<file path="src/logic/drive_mode_pkg.sv">
// shared constants, encodings and carrier structs for the drive mode block
package drive_mode_pkg;

  // ------
  // timing
  // ------
  localparam int unsigned CLK_HZ          = 250_000_000;
  localparam int unsigned CONFIRM_WIN_S   = 3;
  localparam longint unsigned CONFIRM_CYC =
    longint'(CONFIRM_WIN_S) * longint'(CLK_HZ);
  localparam int unsigned DEBOUNCE_US     = 10;
  localparam int unsigned DEBOUNCE_CYC    = DEBOUNCE_US * (CLK_HZ / 1_000_000);
  localparam int unsigned OL_TRIP_S       = 60;
  localparam longint unsigned OL_TRIP_CYC =
    longint'(OL_TRIP_S) * longint'(CLK_HZ);
  localparam int unsigned SEC_CYC         = CLK_HZ;

  // ------
  // numeric thresholds (speed in 0.1 Hz, load in %)
  // ------
  localparam logic [15:0] WAKE_MARGIN     = 16'h0014; // 2 Hz hysteresis
  localparam logic [15:0] OL_TRIP_PCT     = 16'h0096; // 150 %
  localparam logic [15:0] PCT_FULL        = 16'h0064; // 100 %

  // ------
  // encodings
  // ------
  typedef enum logic [1:0] {
    key_only_in_local = 2'h0,
    policy_auto       = 2'h1,
    policy_manual     = 2'h2,
    key_always_active = 2'h3
  } speed_source_policy_t;

  typedef enum logic [2:0] {
    cmd_local               = 3'h0,
    cmd_remote              = 3'h1,
    cmd_serial              = 3'h2,
    cmd_keypad              = 3'h3,
    strip_selected_location = 3'h4,
    cmd_keypad_nostop       = 3'h5
  } cmd_source_t;

  typedef enum logic [2:0] {
    fn_none                  = 3'h0,
    fn_volt_ref              = 3'h1,
    fn_current_ref           = 3'h2,
    fn_preset                = 3'h3,
    location_select_function = 3'h4,
    fn_other                 = 3'h5
  } select_fn_t;

  typedef enum logic [1:0] {
    ref_keypad  = 2'h0,
    ref_volt    = 2'h1,
    ref_current = 2'h2,
    ref_preset  = 2'h3
  } speed_ref_t;

  typedef enum logic [1:0] {
    unit_hertz  = 2'h0,
    unit_scaled = 2'h1,
    unit_other  = 2'h2,
    unit_pid    = 2'h3
  } unit_class_t;

  // debounced contact and key bundle
  typedef struct packed {
    logic key_speed_source_policy;
    logic key_loc_rem;
    logic key_enter;
    logic key_start;
    logic key_stop;
    logic terminal_stop_input;
    logic terminal_start;
    logic select_input_a;
    logic select_input_b;
    logic select_input_c;
  } contacts_t;

  localparam int unsigned N_CONTACTS = $bits(contacts_t);

  // three select input function assignments
  typedef struct packed {
    select_fn_t a;
    select_fn_t b;
    select_fn_t c;
  } select_cfg_t;

  // returns true when a select function supplies an automatic reference
  function automatic logic is_auto_fn(select_fn_t f);
    return (f == fn_volt_ref) || (f == fn_current_ref) || (f == fn_preset);
  endfunction

  // maps a select function to a reference source
  function automatic speed_ref_t fn_to_ref(select_fn_t f);
    case (f)
      fn_volt_ref:    return ref_volt;
      fn_current_ref: return ref_current;
      fn_preset:      return ref_preset;
      default:        return ref_keypad;
    endcase
  endfunction

endpackage

</file>
<file path="src/logic/drive_command_source_and_sleep_control.sv">
// command source, speed mode, display scaling and sleep control top
//
// Overview of operation
// - key-only-in-local policy honours auto/manual key only in local.
// - auto policy takes speed from select-input chosen reference, ignores key.
// - no select input gives an automatic reference: keypad speed control.
// - manual policy uses keypad up/down only, auto/manual key ignored.
// - key-always-active policy honours auto/manual key in every location.
// - local to remote forces auto; remote to local forces manual.
// - local source takes start only from keypad, location key ignored.
// - remote source takes start only from strip, location key ignored.
// - serial source takes start only from serial link.
// - keypad toggle switches location only if enter follows within 3 s.
// - keypad toggle in local refuses start unless terminal stop closed.
// - strip-selected mode is local while location select input closed.
// - keypad toggle without stop ignores terminal stop while local.
// - keypad stop always stops; terminal stop except no-stop mode local.
// - pid unit with manual speed or pid disabled shows hertz.
// - frequency scale applies only for the scaled unit group.
// - scaled load at 150 percent trips overload after one minute.
// - speed below idle level for idle delay enters sleep, zero speed.
// - sleep ends when commanded speed reaches idle level plus 2 Hz or run stops.
// - sleep shown in display status while sleep is active.
// - idle timer counts below level, resets at or above level.
// - start while stopped below idle level sleeps at once.
// - idle delay sets how long below level before sleep.
// - location select input picks local only in strip-selected mode.
module drive_command_source_and_sleep_control
  import drive_mode_pkg::*;
#(
  parameter longint unsigned CONFIRM_CYCLES = CONFIRM_CYC,
  parameter longint unsigned OL_CYCLES      = OL_TRIP_CYC
)(
  // clock and reset
  input  wire logic                 clk,
  input  wire logic                 rst,
  // keypad keys and terminal contacts, raw
  input  wire contacts_t            contacts_raw,
  // serial link commands, same clock
  input  wire logic                 serial_start,
  input  wire logic                 serial_stop,
  // configuration
  input  wire speed_source_policy_t speed_source_policy,
  input  wire cmd_source_t          cmd_source,
  input  wire select_cfg_t          select_cfg,
  input  wire unit_class_t          unit_class,
  input  wire logic                 pid_enabled,
  input  wire logic [15:0]          frequency_display_scale,
  input  wire logic [15:0]          load_display_scale,
  input  wire logic [15:0]          idle_entry_level,
  input  wire logic [15:0]          idle_entry_delay,
  // measured and commanded values
  input  wire logic [15:0]          output_frequency,
  input  wire logic [15:0]          drive_load,
  input  wire logic [15:0]          commanded_speed,
  // status outputs
  output logic                      is_local,
  output logic                      auto_speed,
  output speed_ref_t                speed_ref,
  output logic                      run,
  output logic                      motor_zero_speed,
  output logic                      sleep_shown,
  output logic                      display_hertz,
  output logic [31:0]               speed_display,
  output logic [15:0]               load_display,
  output logic                      overload_trip
);

  // ------
  // input conditioning
  // ------
  contacts_t c;
  contacts_t c_prev;
  logic      sleeping;

  contact_debounce u_debounce (
    .clk   (clk),
    .rst   (rst),
    .raw   (contacts_raw),
    .clean (c)
  );

  // previous filtered state for press edges
  always_ff @(posedge clk) begin
    if (rst) c_prev <= '0;
    else     c_prev <= c;
  end

  logic press_am;
  logic press_lr;
  logic press_enter;
  logic press_start;
  logic press_stop;
  logic strip_start_edge;

  assign press_am         = c.key_speed_source_policy & ~c_prev.key_speed_source_policy;
  assign press_lr         = c.key_loc_rem  & ~c_prev.key_loc_rem;
  assign press_enter      = c.key_enter    & ~c_prev.key_enter;
  assign press_start      = c.key_start    & ~c_prev.key_start;
  assign press_stop       = c.key_stop;
  assign strip_start_edge = c.terminal_start & ~c_prev.terminal_start;

  // ------
  // location selection
  // ------
  logic        toggle_mode;
  logic        pending;
  logic [39:0] confirm_cnt;
  logic        strip_local;
  logic        next_local;

  assign toggle_mode = (cmd_source == cmd_keypad) ||
                       (cmd_source == cmd_keypad_nostop);

  // closed location select input on a or c
  assign strip_local =
    (select_cfg.a == location_select_function && c.select_input_a) ||
    (select_cfg.c == location_select_function && c.select_input_c);

  // pending toggle window after the location key
  always_ff @(posedge clk) begin
    if (rst || !toggle_mode) begin
      pending     <= 1'b0;
      confirm_cnt <= '0;
    end else if (press_lr) begin
      pending     <= 1'b1;
      confirm_cnt <= '0;
    end else if (pending && press_enter) begin
      pending     <= 1'b0;
    end else if (pending && confirm_cnt == 40'(CONFIRM_CYCLES - 1)) begin
      pending     <= 1'b0;
    end else if (pending) begin
      confirm_cnt <= confirm_cnt + 40'h1;
    end
  end

  // next location from command source
  always_comb begin
    next_local = is_local;
    case (cmd_source)
      cmd_local:               next_local = 1'b1;
      cmd_remote:              next_local = 1'b0;
      cmd_serial:              next_local = 1'b0;
      strip_selected_location: next_local = strip_local;
      cmd_keypad,
      cmd_keypad_nostop: begin
        if (pending && press_enter) next_local = ~is_local;
      end
      default:                 next_local = is_local;
    endcase
  end

  always_ff @(posedge clk) begin
    if (rst) is_local <= 1'b1;
    else     is_local <= next_local;
  end

  // ------
  // auto / manual speed control
  // ------
  logic key_enabled;
  logic any_auto;
  logic next_auto;

  assign any_auto = is_auto_fn(select_cfg.a) || is_auto_fn(select_cfg.b) ||
                    is_auto_fn(select_cfg.c);

  always_comb begin
    case (speed_source_policy)
      key_only_in_local: key_enabled = next_local;
      key_always_active: key_enabled = 1'b1;
      default:           key_enabled = 1'b0;
    endcase
  end

  // location change forces mode, then the key may flip it
  always_comb begin
    next_auto = auto_speed;
    if (next_local && !is_local)      next_auto = 1'b0;
    else if (!next_local && is_local) next_auto = 1'b1;
    if (key_enabled && press_am)      next_auto = ~next_auto;
  end

  always_ff @(posedge clk) begin
    if (rst) auto_speed <= 1'b0;
    else     auto_speed <= next_auto;
  end

  // effective reference source
  always_ff @(posedge clk) begin
    if (rst) begin
      speed_ref <= ref_keypad;
    end else if (speed_source_policy == policy_manual) begin
      speed_ref <= ref_keypad;
    end else if (speed_source_policy != policy_auto && !auto_speed) begin
      speed_ref <= ref_keypad;
    end else if (!any_auto) begin
      speed_ref <= ref_keypad;
    end else if (is_auto_fn(select_cfg.a) && c.select_input_a) begin
      speed_ref <= fn_to_ref(select_cfg.a);
    end else if (is_auto_fn(select_cfg.b) && c.select_input_b) begin
      speed_ref <= fn_to_ref(select_cfg.b);
    end else if (is_auto_fn(select_cfg.c) && c.select_input_c) begin
      speed_ref <= fn_to_ref(select_cfg.c);
    end else begin
      speed_ref <= ref_keypad;
    end
  end

  // ------
  // start / stop
  // ------
  logic term_stop_active;
  logic stop_cmd;
  logic start_cmd;
  logic start_allowed;

  assign term_stop_active = !(cmd_source == cmd_keypad_nostop && is_local);

  // open terminal stop contact means stop
  assign stop_cmd =
    press_stop ||
    (term_stop_active && !c.terminal_stop_input) ||
    (cmd_source == cmd_serial && serial_stop);

  always_comb begin
    case (cmd_source)
      cmd_serial: start_cmd = serial_start;
      default:    start_cmd = is_local ? press_start : strip_start_edge;
    endcase
  end

  // keypad toggle local needs closed stop contact
  assign start_allowed =
    !(cmd_source == cmd_keypad && is_local && !c.terminal_stop_input);

  logic start_req;
  assign start_req = start_cmd && start_allowed && !stop_cmd && !run;

  always_ff @(posedge clk) begin
    if (rst)            run <= 1'b0;
    else if (stop_cmd)  run <= 1'b0;
    else if (start_req) run <= 1'b1;
  end

  // ------
  // sleep
  // ------
  idle_supervisor u_idle (
    .clk              (clk),
    .rst              (rst),
    .running          (run),
    .start_req        (start_req),
    .commanded_speed  (commanded_speed),
    .idle_entry_level (idle_entry_level),
    .idle_entry_delay (idle_entry_delay),
    .sleeping         (sleeping)
  );

  // zero speed and status indication
  always_ff @(posedge clk) begin
    if (rst) begin
      motor_zero_speed <= 1'b1;
      sleep_shown      <= 1'b0;
    end else begin
      motor_zero_speed <= !run || sleeping;
      sleep_shown      <= sleeping;
    end
  end

  // ------
  // display scaling and overload
  // ------
  logic [31:0] load_prod;
  logic [15:0] load_scaled;
  logic [39:0] ol_cnt;

  assign load_prod   = (32'(drive_load) * 32'(load_display_scale)) /
                       32'(PCT_FULL);
  assign load_scaled = (load_prod > 32'h0000_ffff) ? 16'hffff
                                                   : load_prod[15:0];

  always_ff @(posedge clk) begin
    if (rst) begin
      display_hertz <= 1'b1;
      speed_display <= '0;
      load_display  <= '0;
    end else begin
      display_hertz <= (unit_class == unit_hertz) ||
        (unit_class == unit_pid && (!auto_speed || !pid_enabled));
      if (unit_class == unit_scaled)
        speed_display <= 32'(output_frequency) *
                         32'(frequency_display_scale);
      else
        speed_display <= 32'(output_frequency);
      load_display  <= load_scaled;
    end
  end

  // one minute at or above trip load
  always_ff @(posedge clk) begin
    if (rst || load_scaled < OL_TRIP_PCT) begin
      ol_cnt        <= '0;
      overload_trip <= 1'b0;
    end else if (ol_cnt == 40'(OL_CYCLES - 1)) begin
      overload_trip <= 1'b1;
    end else begin
      ol_cnt <= ol_cnt + 40'h1;
    end
  end

endmodule

</file>
<file path="src/logic/contact_debounce.sv">
// synchroniser and debounce filter for a bank of contacts
module contact_debounce
  import drive_mode_pkg::*;
(
  // clock and reset
  input  wire logic                  clk,
  input  wire logic                  rst,
  // raw and filtered contacts
  input  wire logic [N_CONTACTS-1:0] raw,
  output logic      [N_CONTACTS-1:0] clean
);

  localparam logic [15:0] DB_LAST = 16'(DEBOUNCE_CYC - 1);

  logic [N_CONTACTS-1:0] sync_a;
  logic [N_CONTACTS-1:0] sync_b;
  logic [15:0]           cnt [N_CONTACTS];

  // two flop synchroniser
  always_ff @(posedge clk) begin
    if (rst) begin
      sync_a <= '0;
      sync_b <= '0;
    end else begin
      sync_a <= raw;
      sync_b <= sync_a;
    end
  end

  // per contact stability counter
  always_ff @(posedge clk) begin
    for (int i = 0; i < N_CONTACTS; i++) begin
      if (rst) begin
        cnt[i]   <= '0;
        clean[i] <= 1'b0;
      end else if (sync_b[i] == clean[i]) begin
        cnt[i] <= '0;
      end else if (cnt[i] == DB_LAST) begin
        cnt[i]   <= '0;
        clean[i] <= sync_b[i];
      end else begin
        cnt[i] <= cnt[i] + 16'h0001;
      end
    end
  end

endmodule

</file>
<file path="src/logic/idle_supervisor.sv">
// sleep supervisor with delay timer and wake hysteresis
module idle_supervisor
  import drive_mode_pkg::*;
(
  // clock and reset
  input  wire logic        clk,
  input  wire logic        rst,
  // run state and settings
  input  wire logic        running,
  input  wire logic        start_req,
  input  wire logic [15:0] commanded_speed,
  input  wire logic [15:0] idle_entry_level,
  input  wire logic [15:0] idle_entry_delay,
  // status
  output logic             sleeping
);

  logic [31:0] sec_cnt;
  logic [15:0] delay_cnt;
  logic        below;
  logic        wake_ok;

  assign below   = commanded_speed < idle_entry_level;
  assign wake_ok = {1'b0, commanded_speed} >=
                   ({1'b0, idle_entry_level} + {1'b0, WAKE_MARGIN});

  // delay timer in whole seconds, cleared on return to level
  always_ff @(posedge clk) begin
    if (rst || !below || sleeping || !running) begin
      sec_cnt   <= '0;
      delay_cnt <= '0;
    end else if (sec_cnt == 32'(SEC_CYC - 1)) begin
      sec_cnt   <= '0;
      delay_cnt <= delay_cnt + 16'h0001;
    end else begin
      sec_cnt <= sec_cnt + 32'h0000_0001;
    end
  end

  // sleep entry and wake
  always_ff @(posedge clk) begin
    if (rst) begin
      sleeping <= 1'b0;
    end else if (sleeping) begin
      if (wake_ok || !running) sleeping <= 1'b0;
    end else if (start_req && below) begin
      sleeping <= 1'b1;
    end else if (running && below && delay_cnt >= idle_entry_delay) begin
      sleeping <= 1'b1;
    end
  end

endmodule

</file>
<file path="config.mk">
export PLATFORM = sky130hd
export DESIGN_NAME = drive_command_source_and_sleep_control
export DESIGN_NICKNAME = d
export VERILOG_FILES = /design/src/logic/drive_mode_pkg.sv /design/src/logic/drive_command_source_and_sleep_control.sv /design/src/logic/contact_debounce.sv /design/src/logic/idle_supervisor.sv
export SDC_FILE = /design/constraint.sdc
export NUM_CORES = 2
export LEC_CHECK = 0
export ABC_AREA = 1
export ABC_CLOCK_PERIOD_IN_PS = 39500
export BUFFER_PORTS_ARGS = -buffer_cell sky130_fd_sc_hd__buf_2
export CORE_MARGIN = 3
export CORE_UTILIZATION = 50
export DETAILED_ROUTE_END_ITERATION = 12
export PLACE_DENSITY = 0.69
export SLEW_MARGIN = 20
export SYNTH_ARGS = -nofsm -noshare
export SYNTH_HDL_FRONTEND = slang
export SYNTH_HIERARCHICAL = 1
export SYNTH_SLANG_ARGS = --single-unit
</file>
<file path="constraint.sdc">
create_clock -name clk -period 39.5 [get_ports clk]
set_input_delay 7.9 -clock clk [delete_from_list [all_inputs] [get_ports clk]]
set_output_delay 7.9 -clock clk [all_outputs]
set_load 0.005 [all_outputs]
</file>
==> reports/metrics.cfg <==
[critical_path]
slowest_delay_ns = 0.56
r2r_slack_ns = 34.92
critical_path_class = in2reg
cp-end-kind = flip-flop
critPathSlowestCell = fa_1
crit_fanout = 41
crit_arrival_ns = 25.42
startpoint_type = primary input
crit_required_ns = 39.93
cp_common_cell = nand2_1
path_buf_inv = 12
critical_path.top_delay_family = simple AND/OR/NAND/NOR gates

[timing]
clock_skew_ns = 0.0481
clock.fmax_mhz = 40.0
fin_crit_sh = 0.633
worstMarginPinSlew_ns = 0.921
relSlewSlack = 0.384
period_minus_slack_ns = 24.99
final_max_slew_viol_count = 0
timing.setup.tns_ns = 0
setup_viol = 0
final_hold_viol_count = 0
holdWs_ns = 0.407
grt_setup_unrepaired = no

[placement]
portBuffers = 199
gp_congestion = 0.883
hpwl_um = 79000

[clocking]
insertion_delay_ns = 0.61
clk_path_buf_depth = 3
holdBufCountCts = 0
clock_sinks = 382
cts_resized = 0
numCtsBuffers = 46
htreeDepth = 2
cts-root-buf = clkbuf_16
cts_tree = yes
cts_setup_buffers = 0
clk_pin_slew_ns = 0.06

[die]
start_util = 0.510
io_pins = 200
die_h_um = 302
core_region_area_mm2 = 0.0859
die_area_mm2 = 0.0912
row_count = 107
die_width_um = 302

[detailed_routing]
dr_total_vias = 36600
first_iter_violations = 2181
dr.pass1.iters = 5
drcViolationCount = 0
antenna_left = 0
finalWirelength_um = 99200
via_per_inst = 4.92
routedWlPerCell_um = 13.3

[synth]
ys_warn_count = 6
avgSynthCellArea_um2 = 7.30
synthCells = 6000
async_flop_share = 0
synth_seq_area_share = 0.211
synth_edf_count = 160
ys_ff_latch = 382
synth_flop_cell = dfxtp_1
syn-cell-area_mm2 = 0.0438
synthDistinctLibCells = 71

[global_route]
antenna_found_initial = 9
grt_pass1_vias = 36000
grt_max_degree = 42
grt_pass1_wl_um = 169000
overflow = 0
gr-usage-all-layers = 0.221

[cells_and_area]
syn_to_final_growth_pct = 8.88
final_common_cell = nand2_1
fill_cells = 8259
drive_gt1_frac = 0.119
layout_common_cells = nand2_1 (1427), inv_1 (1265), nor2_1 (501)
fin_nets = 7056

[run]
drv_cap = 0

[hold_path]
hp-class = reg2reg

[outcome]
status = finished, final reports clean

metrics by stage:
step | setup slack (ns) | utilization | instance area [µm²] | std cells
finish | 14.51 | 0.555 | 47700 | 7439
global route | 12.80 | 0.555 | 47700 | 7434
CTS | 14.24 | 0.555 | 47700 | 7434
detailed placement | 13.72 | 0.536 | 46100 | 7348
global placement | 14.27 | 0.536 | 46100 | 7348
floorplan | 16.12 | - | 44400 | 6159
Yosys cell counts, types with 60 or more instances:
cell type / n / area [µm²]
nand2_1: 1427 / 5360
xor2_1: 117 / 1020
a21oi_1: 214 / 1070
clkbuf_1: 140 / 526
nor3_1: 72 / 360
edfxtp_1: 160 / 4800
nor2_4: 60 / 676
dfxtp_1: 222 / 4440
nand4_1: 116 / 726
o21ai_0: 102 / 510
xnor2_1: 64 / 561
inv_1: 1265 / 4750
nor2_1: 501 / 1880
ha_1: 273 / 3420
nand2_2: 146 / 913
fa_1: 388 / 7770
nand3_1: 313 / 1570
final timing paths:
path / start / to / cells past startpoint
max: drive_load[10] / ol_cnt[10]$_SDFFE_PP0P_ / 134
min: u_debounce/sync_a[0]$_SDFF_PP0_ / u_debounce/sync_b[0]$_SDFF_PP0_ / 2
max reg2reg: confirm_cnt[0]$_SDFFE_PP0P_ / confirm_cnt[38]$_SDFFE_PP0P_ / 28
min reg2reg: u_debounce/sync_a[0]$_SDFF_PP0_ / u_debounce/sync_b[0]$_SDFF_PP0_ / 2
kinds of logic (layout without fill, tap and decap cells):
group                    after synthesis  count (layout)  share of synthesized area
buffers and inverters               1480            1611                      0.131
adder cells (fa/ha/maj)              661             661                      0.255
AND/OR/NAND/NOR                     2870            2870                      0.311
XOR/XNOR                             182             182                     0.0366
multiplexers                           1               1                   0.000257
flip-flops                           382             382                      0.211
AO/OA/AOI/OAI                        423             423                     0.0540
other                                  1             165                  0.0000856
per-layer routing:
metal  vias up  GRT usage  wire, µm  share of wire
li1      18700          -         -              -
met3       119     0.0332      5450          0.055
met4         0     0.0493      1760          0.018
met1     17100      0.303     45500           0.46
met2       718      0.370     46500           0.47
met5         -          0         0              0
sequential cells by signal, summed over array words and instances, names as in the netlist, 5 cells and up:
name,count
speed_display,32
u_idle/delay_cnt,16
c_prev,5
ol_cnt,40
u_debounce/sync_a,10
load_display,16
u_idle/sec_cnt,32
u_debounce/cnt,160
u_debounce/clean,10
confirm_cnt,40
u_debounce/sync_b,10
tightest hold or removal path: stages, from the launching register on:
cell	delay [ns]
dfxtp_1	0.30
inv_1	0.04
nor2_1	0.03
cell type report:
class	count	area, µm²	share of cell area
antenna	5	12.5	0.000262
tap	1144	1430	0.0300
clock inverter	16	189	0.00396
clock buffer	70	1370	0.0288
inverter	1320	4990	0.105
sequential	382	9250	0.194
multi-input combinational	4297	29400	0.617
timing repair buffer	205	1040	0.0218
Power is not shown: default switching activity piles up to over one toggle a cycle in this logic, so the estimate is an artifact.
